<file path="config.mk">
export PLATFORM = sky130hd
export DESIGN_NAME = clock_mode_selection
export DESIGN_NICKNAME = d
export VERILOG_FILES = /design/src/rtl/clock_mode_selection_pkg.sv /design/src/rtl/clock_mode_selection.sv
export VERILOG_INCLUDE_DIRS = /design/src /design/src/rtl
export SDC_FILE = /design/constraint.sdc
export NUM_CORES = 1
export LEC_CHECK = 0
export BUFFER_PORTS_ARGS = -buffer_cell sky130_fd_sc_hd__buf_2
export CAP_MARGIN = 10
export CORE_MARGIN = 3
export CORE_UTILIZATION = 40
export CTS_CLUSTER_DIAMETER = 30
export DETAILED_ROUTE_END_ITERATION = 16
export PLACE_DENSITY = 0.72
export SLEW_MARGIN = 20
export SYNTH_ARGS = -nofsm -noshare
export SYNTH_HDL_FRONTEND = slang
export SYNTH_SLANG_ARGS = --single-unit
export TNS_END_PERCENT = 1
</file>
<file path="constraint.sdc">
create_clock -name clock -period 3.1 [get_ports clock]
set_input_delay 0.155 -clock clock [delete_from_list [all_inputs] [get_ports clock]]
set_output_delay 0.155 -clock clock [all_outputs]
set_load 0.01 [all_outputs]
</file>
<file path="src/rtl/clock_mode_selection_regs.svh">
// register offsets, field positions, reset values and timing counts
// assumes a 32-bit apb slave with word-aligned registers
`ifndef CLOCK_MODE_SELECTION_REGS_SVH
`define CLOCK_MODE_SELECTION_REGS_SVH

// ----------------------------------------
// register byte offsets
// ----------------------------------------
`define OFS_MODE_CONFIG 12'h000
`define OFS_TRIM 12'h004
`define OFS_CONTROL 12'h008
`define OFS_STATUS 12'h00C

// ----------------------------------------
// trim register fields
// ----------------------------------------
`define TRIM_ORIGIN_BIT 7
`define TRIM_MULT_BIT 6
`define TRIM_TUNE_MSB 4
`define TRIM_RESET 8'h00

// ----------------------------------------
// control register fields
// ----------------------------------------
`define CTRL_FREQ_LSB 4
`define CTRL_FREQ_MSB 6
`define CTRL_PWRT_BIT 8
`define CTRL_FSCM_BIT 9
`define CTRL_WDT_BIT 10
`define CTRL_TWOSPD_BIT 11
`define CTRL_RESET 12'h000
`define MODE_RESET 4'h7

// ----------------------------------------
// frequency choice codes
// ----------------------------------------
`define FREQ_LOW 3'h0
`define FREQ_4M 3'h6
`define FREQ_8M 3'h7

// ----------------------------------------
// timing
// ----------------------------------------
`define CLK_MHZ 250
`define FAST_SETTLE_US 1000
`define FAST_SETTLE_CYC (`FAST_SETTLE_US * `CLK_MHZ)
`define SLOW_SETTLE_CYC 8
`define POST_DIV 256
`define OUT_DIV 4

`endif

</file>
<file path="src/rtl/clock_mode_selection_pkg.sv">
// types for the clock mode selection block
// assumes nothing beyond a systemverilog tool
package clock_mode_selection_pkg;

  typedef enum logic [3:0] {
    low_power_crystal_mode = 4'h0,
    crystal_standard_mode = 4'h1,
    high_speed_crystal_mode = 4'h2,
    high_speed_crystal_x4_mode = 4'h6,
    resistor_capacitor_mode = 4'h3,
    resistor_capacitor_pin_mode = 4'h7,
    internal_osc_clkout_mode = 4'h9,
    internal_osc_dual_pin_mode = 4'h8,
    external_clock_out_mode = 4'h4,
    external_clock_pin_mode = 4'h5
  } osc_mode_t;

  typedef enum logic [2:0] {
    src_primary = 3'b001,
    src_fast = 3'b010,
    src_slow = 3'b100
  } clk_src_t;

  typedef enum logic [1:0] {
    pin_resonator = 2'h0,
    pin_clock_in = 2'h1,
    pin_clock_out = 2'h2,
    pin_gpio = 2'h3
  } pin_role_t;

endpackage : clock_mode_selection_pkg

</file>
<file path="src/rtl/clock_mode_selection.sv">
// clock mode decode, pin roles, multiplier gating and divided clocks
// assumes apb master on clock; internal oscillator ticks arrive as enables
//
// Overview of operation
// - crystal modes use both oscillator pins as resonator
// - high speed crystal also accepts external clock
// - external clock modes: input pin, no startup delay
// - external clock out mode drives clock/4 out
// - external clock pin mode: out pin is gpio6, output only; port_a_bit6_pin_in held at 0
// - resistor capacitor mode drives clock/4 out
// - resistor capacitor pin mode: out pin gpio6, output only; port_a_bit6_pin_in held at 0
// - x4 mode multiplies high speed oscillator by four
// - crystal multiplier only with mode code 0110
// - x4 mode ignores software multiplier enable bit
// - software may multiply fast internal oscillator
// - fast oscillator direct or through postscaler
// - fast oscillator enabled for 125k to 8M
// - slow oscillator on when chosen or needed
// - frequency choice picks fast, slow or postscaler
// - clkout mode: out clock/4, in pin gpio7
// - dual pin mode: both pins general io; gpio6 is output only, port_a_bit6_pin_in held at 0
// - trim settles: slow 8 cycles, fast 1 ms
// - no completion flag for retune settling
// - origin bit picks 31 kHz source
// - trim register multiplier bit drives multiplier
// - four-bit field decodes ten clock modes
// - internal multiplier needs mode 1001/1000, freq 11x
// - unavailable multiplier bit reads as zero
// - origin set: fast/256; clear: slow direct
//
// Local design decisions: the placing of the registers and the APB register port.
`include "clock_mode_selection_regs.svh"

module clock_mode_selection
  import clock_mode_selection_pkg::*;
#(
  parameter int unsigned FAST_SETTLE = `FAST_SETTLE_CYC
) (
  // clock and reset
  input wire logic clock,
  input wire logic reset_n,
  // apb slave
  input wire logic psel,
  input wire logic penable,
  input wire logic pwrite,
  input wire logic [11:0] paddr,
  input wire logic [31:0] pwdata,
  output logic [31:0] prdata,
  output logic pready,
  output logic pslverr,
  // oscillator ticks, one-cycle enables
  input wire logic primary_tick,
  input wire logic fast_tick,
  input wire logic slow_tick,
  // oscillator pins
  input wire logic oscillator_in_pin_i,
  output logic oscillator_out_pin_o,
  output logic oscillator_out_pin_oe_n,
  // port a bits 6 and 7 from the io port
  input wire logic port_a_bit6_pin_out,
  input wire logic port_a_bit6_pin_oe_n,
  input wire logic port_a_bit7_pin_out,
  input wire logic port_a_bit7_pin_oe_n,
  output logic oscillator_in_pin_o,
  output logic oscillator_in_pin_oe_n,
  output logic port_a_bit6_pin_in,
  output logic port_a_bit7_pin_in,
  // clock control outputs
  output logic device_clk_tick,
  output logic resonator_en,
  output logic startup_delay_en,
  output logic crystal_mult_en,
  output logic internal_mult_en,
  output logic fast_osc_en,
  output logic slow_osc_en,
  output logic [4:0] fast_trim,
  output logic [4:0] slow_trim
);

  // ----------------------------------------
  // helpers
  // ----------------------------------------
  function automatic logic is_internal(input logic [3:0] m);
    is_internal = (m == internal_osc_clkout_mode) || (m == internal_osc_dual_pin_mode);
  endfunction : is_internal

  function automatic logic is_external(input logic [3:0] m);
    is_external = (m == external_clock_out_mode) || (m == external_clock_pin_mode);
  endfunction : is_external

  // ----------------------------------------
  // registers
  // ----------------------------------------
  logic [3:0] oscillator_mode_config_q;
  logic [7:0] oscillator_trim_register_q;
  logic [11:0] oscillator_control_register_q;
  logic [2:0] internal_freq_choice;
  logic low_freq_origin_choice;
  logic multiplier_enable;
  logic mult_allowed;
  logic apb_wr;
  logic apb_rd;
  logic addr_ok;

  assign apb_wr = psel && penable && pwrite;
  assign apb_rd = psel && !pwrite;
  assign addr_ok = (paddr == `OFS_MODE_CONFIG) || (paddr == `OFS_TRIM) ||
                   (paddr == `OFS_CONTROL) || (paddr == `OFS_STATUS);
  assign pready = 1'b1;
  assign pslverr = psel && penable && !addr_ok;

  assign internal_freq_choice =
    oscillator_control_register_q[`CTRL_FREQ_MSB:`CTRL_FREQ_LSB];
  assign low_freq_origin_choice = oscillator_trim_register_q[`TRIM_ORIGIN_BIT];

  // unknown codes fall back to the resistor capacitor pin mode
  always_ff @(posedge clock) begin
    if (!reset_n) begin
      oscillator_mode_config_q <= `MODE_RESET;
    end else if (apb_wr && paddr == `OFS_MODE_CONFIG) begin
      case (pwdata[3:0])
        4'h0, 4'h1, 4'h2, 4'h3, 4'h4, 4'h5, 4'h6, 4'h7, 4'h8, 4'h9: begin
          oscillator_mode_config_q <= pwdata[3:0];
        end
        default: begin
          oscillator_mode_config_q <= `MODE_RESET;
        end
      endcase
    end
  end

  always_ff @(posedge clock) begin
    if (!reset_n) begin
      oscillator_trim_register_q <= `TRIM_RESET;
    end else if (apb_wr && paddr == `OFS_TRIM) begin
      oscillator_trim_register_q <= {pwdata[7:6], 1'b0, pwdata[4:0]};
    end
  end

  always_ff @(posedge clock) begin
    if (!reset_n) begin
      oscillator_control_register_q <= `CTRL_RESET;
    end else if (apb_wr && paddr == `OFS_CONTROL) begin
      oscillator_control_register_q <= pwdata[11:0];
    end
  end

  // ----------------------------------------
  // multiplier gating
  // ----------------------------------------
  assign mult_allowed = is_internal(oscillator_mode_config_q) &&
    (internal_freq_choice == `FREQ_8M || internal_freq_choice == `FREQ_4M);
  assign multiplier_enable = oscillator_trim_register_q[`TRIM_MULT_BIT] && mult_allowed;
  assign internal_mult_en = multiplier_enable;
  // software bit plays no part here
  assign crystal_mult_en = (oscillator_mode_config_q == high_speed_crystal_x4_mode);

  // ----------------------------------------
  // source choice and oscillator enables
  // ----------------------------------------
  clk_src_t src;
  always_comb begin
    if (!is_internal(oscillator_mode_config_q)) begin
      src = src_primary;
    end else if (internal_freq_choice == `FREQ_LOW && !low_freq_origin_choice) begin
      src = src_slow;
    end else begin
      src = src_fast;
    end
  end

  // also runs when it feeds the divide-by-256 low clock
  assign fast_osc_en = (src == src_fast);
  assign slow_osc_en = (src == src_slow) ||
    oscillator_control_register_q[`CTRL_PWRT_BIT] ||
    oscillator_control_register_q[`CTRL_FSCM_BIT] ||
    oscillator_control_register_q[`CTRL_WDT_BIT] ||
    oscillator_control_register_q[`CTRL_TWOSPD_BIT];

  // ----------------------------------------
  // postscaler: 8M >> (7 - choice), low code divides by 256
  // ----------------------------------------
  logic [7:0] post_cnt_q;
  logic post_tick;
  always_ff @(posedge clock) begin
    if (!reset_n) begin
      post_cnt_q <= 8'h00;
    end else if (fast_tick) begin
      post_cnt_q <= post_cnt_q + 8'h01;
    end
  end

  always_comb begin
    case (internal_freq_choice)
      3'h7: post_tick = fast_tick;
      3'h6: post_tick = fast_tick && post_cnt_q[0];
      3'h5: post_tick = fast_tick && (&post_cnt_q[1:0]);
      3'h4: post_tick = fast_tick && (&post_cnt_q[2:0]);
      3'h3: post_tick = fast_tick && (&post_cnt_q[3:0]);
      3'h2: post_tick = fast_tick && (&post_cnt_q[4:0]);
      3'h1: post_tick = fast_tick && (&post_cnt_q[5:0]);
      default: post_tick = fast_tick && (&post_cnt_q);
    endcase
  end

  always_comb begin
    case (src)
      src_slow: device_clk_tick = slow_tick;
      src_fast: device_clk_tick = post_tick;
      src_primary: device_clk_tick = primary_tick;
      default: device_clk_tick = 1'b0;
    endcase
  end

  // ----------------------------------------
  // clock/4 output
  // ----------------------------------------
  logic [1:0] div_cnt_q;
  logic clk_div4_q;
  always_ff @(posedge clock) begin
    if (!reset_n) begin
      div_cnt_q <= 2'h0;
      clk_div4_q <= 1'b0;
    end else if (device_clk_tick) begin
      div_cnt_q <= div_cnt_q + 2'h1;
      if (div_cnt_q[0]) begin
        clk_div4_q <= ~clk_div4_q;
      end
    end
  end

  // ----------------------------------------
  // pin roles
  // ----------------------------------------
  pin_role_t in_role;
  pin_role_t out_role;
  always_comb begin
    case (osc_mode_t'(oscillator_mode_config_q))
      low_power_crystal_mode, crystal_standard_mode, high_speed_crystal_x4_mode: begin
        in_role = pin_resonator;
        out_role = pin_resonator;
      end
      high_speed_crystal_mode: begin
        in_role = pin_resonator;
        out_role = pin_resonator;
      end
      external_clock_out_mode: begin
        in_role = pin_clock_in;
        out_role = pin_clock_out;
      end
      external_clock_pin_mode: begin
        in_role = pin_clock_in;
        out_role = pin_gpio;
      end
      resistor_capacitor_mode: begin
        in_role = pin_resonator;
        out_role = pin_clock_out;
      end
      resistor_capacitor_pin_mode: begin
        in_role = pin_resonator;
        out_role = pin_gpio;
      end
      internal_osc_clkout_mode: begin
        in_role = pin_gpio;
        out_role = pin_clock_out;
      end
      internal_osc_dual_pin_mode: begin
        in_role = pin_gpio;
        out_role = pin_gpio;
      end
      default: begin
        in_role = pin_resonator;
        out_role = pin_gpio;
      end
    endcase
  end

  assign resonator_en = (out_role == pin_resonator);
  assign startup_delay_en = !is_external(oscillator_mode_config_q);

  always_comb begin
    case (out_role)
      pin_clock_out: begin
        oscillator_out_pin_o = clk_div4_q;
        oscillator_out_pin_oe_n = 1'b0;
      end
      pin_gpio: begin
        oscillator_out_pin_o = port_a_bit6_pin_out;
        oscillator_out_pin_oe_n = port_a_bit6_pin_oe_n;
      end
      default: begin
        oscillator_out_pin_o = 1'b0;
        oscillator_out_pin_oe_n = 1'b1;
      end
    endcase
  end

  assign oscillator_in_pin_o = (in_role == pin_gpio) ? port_a_bit7_pin_out : 1'b0;
  assign oscillator_in_pin_oe_n = (in_role == pin_gpio) ? port_a_bit7_pin_oe_n : 1'b1;
  assign port_a_bit7_pin_in = (in_role == pin_gpio) ? oscillator_in_pin_i : 1'b0;
  assign port_a_bit6_pin_in = 1'b0;

  // ----------------------------------------
  // trim settling, no status exposed
  // ----------------------------------------
  logic [31:0] fast_settle_q;
  logic [3:0] slow_settle_q;
  logic trim_wr;
  assign trim_wr = apb_wr && paddr == `OFS_TRIM;

  always_ff @(posedge clock) begin
    if (!reset_n) begin
      fast_settle_q <= 32'h0000_0000;
      fast_trim <= 5'h00;
    end else if (trim_wr) begin
      fast_settle_q <= FAST_SETTLE;
    end else if (fast_settle_q != 32'h0000_0000) begin
      fast_settle_q <= fast_settle_q - 32'h0000_0001;
      if (fast_settle_q == 32'h0000_0001) begin
        fast_trim <= oscillator_trim_register_q[`TRIM_TUNE_MSB:0];
      end
    end
  end

  always_ff @(posedge clock) begin
    if (!reset_n) begin
      slow_settle_q <= 4'h0;
      slow_trim <= 5'h00;
    end else if (trim_wr) begin
      slow_settle_q <= 4'(`SLOW_SETTLE_CYC);
    end else if (slow_tick && slow_settle_q != 4'h0) begin
      slow_settle_q <= slow_settle_q - 4'h1;
      if (slow_settle_q == 4'h1) begin
        slow_trim <= oscillator_trim_register_q[`TRIM_TUNE_MSB:0];
      end
    end
  end

  // ----------------------------------------
  // read data, settle state never shown
  // ----------------------------------------
  always_comb begin
    prdata = 32'h0000_0000;
    if (apb_rd) begin
      case (paddr)
        `OFS_MODE_CONFIG: prdata = {28'h000_0000, oscillator_mode_config_q};
        `OFS_TRIM: prdata = {24'h00_0000, low_freq_origin_choice, multiplier_enable,
                             oscillator_trim_register_q[5:0]};
        `OFS_CONTROL: prdata = {20'h0_0000, oscillator_control_register_q};
        `OFS_STATUS: prdata = {26'h000_0000, fast_osc_en, slow_osc_en,
                               crystal_mult_en, internal_mult_en,
                               startup_delay_en, resonator_en};
        default: prdata = 32'h0000_0000;
      endcase
    end
  end

endmodule : clock_mode_selection

</file>
==> summary.txt <==
Timing
  – Setup TNS: 0 ns
  – Worst-Margin Slew: a little under 0.8 ns
  – Final setup vio count: 0
  – Worst slew margin: approximately 49%
  – Tcrit/Tclk final: between 80 and 90%
  – RSZ-0062 raised after global routing: no
  – Final Hold Fails: 0
  – Post-route minimum period: between 2 and 3 ns
  – Max Slew Vio Count: 0
  – FMAX: about 370 MHz
  – Final clock skew: approximately 0.0079 ns

Synth
  – Post-synth top flop: dfxtp_1
  – Ys async rst share: 0%
  – Area leader, netlist: dfxtp_1
  – Ranking of synthesized cells by area: dfxtp_1 (37%), a21oi_1 (5.2%), nand2_1 (5.1%)
  – Cell Area, Synth: 4450 sq um
  – Mean Syn Cell Area: ~8.4 sq um
  – Yosys top cell area share: a little under two fifths
  – Syn Inst Count: 528
  – Most frequent cells after synthesis: dfxtp_1 (83), nand2_1 (61), nor2_1 (53), a21oi_1 (46), clkbuf_1 (26)
  – Cell with the most instances after synthesis: dfxtp_1
  – Distinct cells, synth: approximately 70
  – Yosys warning count: 0
  – EDFF count, synth: 0
  – Seq/Total Area, Yosys: between 30% and 40%
  – Synth Register Bits: between 80 and 90

Floorplan
  – Initial Util: a little over two fifths
  – Die Area: 12400 sq um
  – Num ports: between 100 and 150
  – Core area: approximately 11000 sq um
  – Die X-Extent: around 110 um
  – Die Y: approximately 110 um
  – FP Rows: 37

Drt
  – Vias per cell: about 5.6
  – Drt wl/cell: ~15 um
  – Initial DRC count: between 300 and 400
  – Via count: between 4000 and 5000
  – Residual DRC count: 0
  – Routed Antenna Nets: 0
  – Drt pass-1 iters: 4
  – Final wirelength: about 11000 um

Power
  – Switch Pwr: between 1.5 and 2 mW
  – Peak supply drop: approximately 400 uV
  – Sequential power share: between 30% and 40%
  – Switch share: ~42%
  – Clk pwr share: 20.5%
  – LEAKAGE: slightly below 2 nW
  – PD cells: around 810 nW/um^2
  – Pint: ~2.3 mW
  – Combinational share of power: ~44%

Critical path
  – Reg2reg path depth: 8
  – Critical path class: register to output port
  – CP most frequent cell: ha_1
  – R2R Setup Slk: around 0.8 ns
  – Crit-path max FO: 6
  – CP arrival: 2.55 ns
  – Reg2reg end: div_cnt_q[0]
  – Critical-path top delay cell: a221oi_1
  – Crit path from: post_cnt_q[0]
  – CP Data Required Time: between 2 and 3 ns
  – Crit start category: register
  – Reg-to-reg startpoint: post_cnt_q[0]
  – Crit end category: output port
  – Worst stage delay on the critical path: approximately 0.6 ns
  – Cells along the critical path: ha_1 > and3_1 > ha_1 > mux2i_1 > o32ai_1 > a221oi_1 > o22ai_1 > buf_2

Clock network
  – Clock slew at reported path FFs: approximately 0.080 ns
  – CTS Hold Buffers Added: 0
  – Clk buf depth: 2
  – Sink Count: 83
  – TritonCTS clock tree: yes
  – CTS Buf Count: 9
  – H-tree depth: 3
  – Post-CTS Setup Bufs: 0
  – Clk Latency, worst-skew pair: between 0.3 and 0.4 ns
  – Clock root buffer: clkbuf_8
  – Post-CTS sizing: 0

Place
  – Hpwl dp: around 8000 um
  – Placed cells: approximately 710
  – Gpl congestion: ~0.85
  – Placed Area: approximately 4800 sq um
  – Port Buffer Count: 71

GRT
  – Largest net degree at the start of global routing: 28
  – Vias in the first global route: 3880
  – Overflow after GRT: 0
  – Tot GR Track Use: between 15 and 20%
  – First-pass GRT wire length: ~18000 um
  – Initial antenna violation count: 0

Finish
  – Layout Area Growth over Synthesis: 11.9%
  – Final #Nets: approximately 650
  – Diodes inserted: 0
  – Layout Cells excl Fill: slightly above 700
  – Share of post-route cells with drive strength above 1: between 10% and 20%
  – Final instance area: between 4000 and 5000 sq um

Run status
  – Outcome: complete, no violations

Worst hold path
  – Hold path endpoint: oscillator_control_register_q[5]
  – Worst min path class: primary input to register
  – Min-delay src: pwdata[5]
  – Hold depth: 3

Flow run
  – Max-Cap Viols: 0
## how the worst max path moves through the flow
stage / endpoint / slack [ns] / cells past startpoint
6_report: device_clk_tick / 0.40 / 8
2_1_floorplan: div_cnt_q[0] / 1.17 / 8
4_1_cts: device_clk_tick / 0.38 / 8
3_5_place_dp: device_clk_tick / 0.80 / 8
3_3_place_gp: device_clk_tick / 0.88 / 8
5_1_grt: device_clk_tick / 0.20 / 8
## flip-flops by register name (all words and copies together), names as in the netlist
signal                         flops
post_cnt_q                         8
fast_trim                          5
clk_div4_q                         1
slow_trim                          5
slow_settle_q                      4
in_role                            2
div_cnt_q                          1
out_role                           2
oscillator_mode_config_q           4
oscillator_trim_register_q         7
fast_settle_q                     32
oscillator_control_register_q     12
## power by group through the flow
stage / clock network, mW / logic (mW) / registers, mW
6_report: 0.828 / 1.77 / 1.44
5_1_grt: 0.885 / 1.97 / 1.48
4_1_cts: 0.851 / 1.77 / 1.44
3_5_place_dp: 0 / 1.75 / 1.46
3_3_place_gp: 0 / 1.69 / 1.45
2_1_floorplan: 0 / 1.53 / 1.42
## cells in the final DEF (no fill, tap or decap), types with 4 or more instances in the layout
master    netlist  layout
o31ai_1         8       8
nand2b_1        9       9
conb_1          2      22
mux2i_1        20      20
xor2_1          6       6
dfxtp_1        83      83
and2_1          4       4
ha_1            8       8
nor4_1         12      12
o21ai_0         9       9
or3_1          10      10
nor2_1         53      53
nand3_1         9       9
a211oi_1        5       5
clkbuf_8        0      10
or4_1           9       9
nand4_1         7       7
inv_1          10      10
nor2b_1         8       8
and3_1          8       8
nor3_1          7       7
a21oi_1        46      46
a31oi_1         5       5
buf_2           2      71
xnor2_1        13      13
nand2_1        61      61
inv_6           0       4
## worst max-delay path: cells and delay by family (launching register included)
kind,cells,cell delay (ns)
adder cells (fa/ha/maj),2,0.41
flip-flops,1,0.39
AND/OR/NAND/NOR,1,0.20
buffers and inverters,1,0.18
AO/OA/AOI/OAI,3,0.90
multiplexers,1,0.13
## logic make-up (layout without fill, tap and decap cells)
group	count (synthesis)	after routing	share of synthesized area, %
buf+inv	63	100	7.56
xor+xnor	19	19	3.74
compound gates	108	108	16.2
flops	83	83	37.3
mux	24	24	6.26
simple gates	221	221	26.6
other cells	2	22	0.169
fa+ha+maj	8	8	2.25
## through the flow
stage / power (mW) / hold slack, ns / utilization (%) / setup WS (ns)
floorplan: 2.94 / 0.291 / - / 1.17
global placement: 3.13 / 0.402 / 45.3 / 0.878
detailed placement: 3.21 / 0.407 / 45.3 / 0.801
CTS: 4.05 / 0.0169 / 47.2 / 0.384
global route: 4.33 / 0.0329 / 47.2 / 0.202
finish: 4.04 / 0.0376 / 47.2 / 0.395
## final cells by class
cell class / count / area [sq um]
Fill cell: 1003 / 5570
Multi-Input combinational cell: 402 / 2530
Clock buffer: 10 / 138
Inverter: 10 / 37.5
Tap cell: 136 / 170
Clock inverter: 6 / 70.1
Timing Repair Buffer: 74 / 378
Sequential cell: 83 / 1660
## metal layers
layer  up-vias  track usage, %  part of all wire, %
li1       1951               -                    -
met1      1917            22.3                   43
met2       152            28.6                   47
met3        16            3.91                  8.2
met4         0            5.92                  1.5
met5         -               0                    0
No activity file was read; power rests on OpenSTA's default activity.
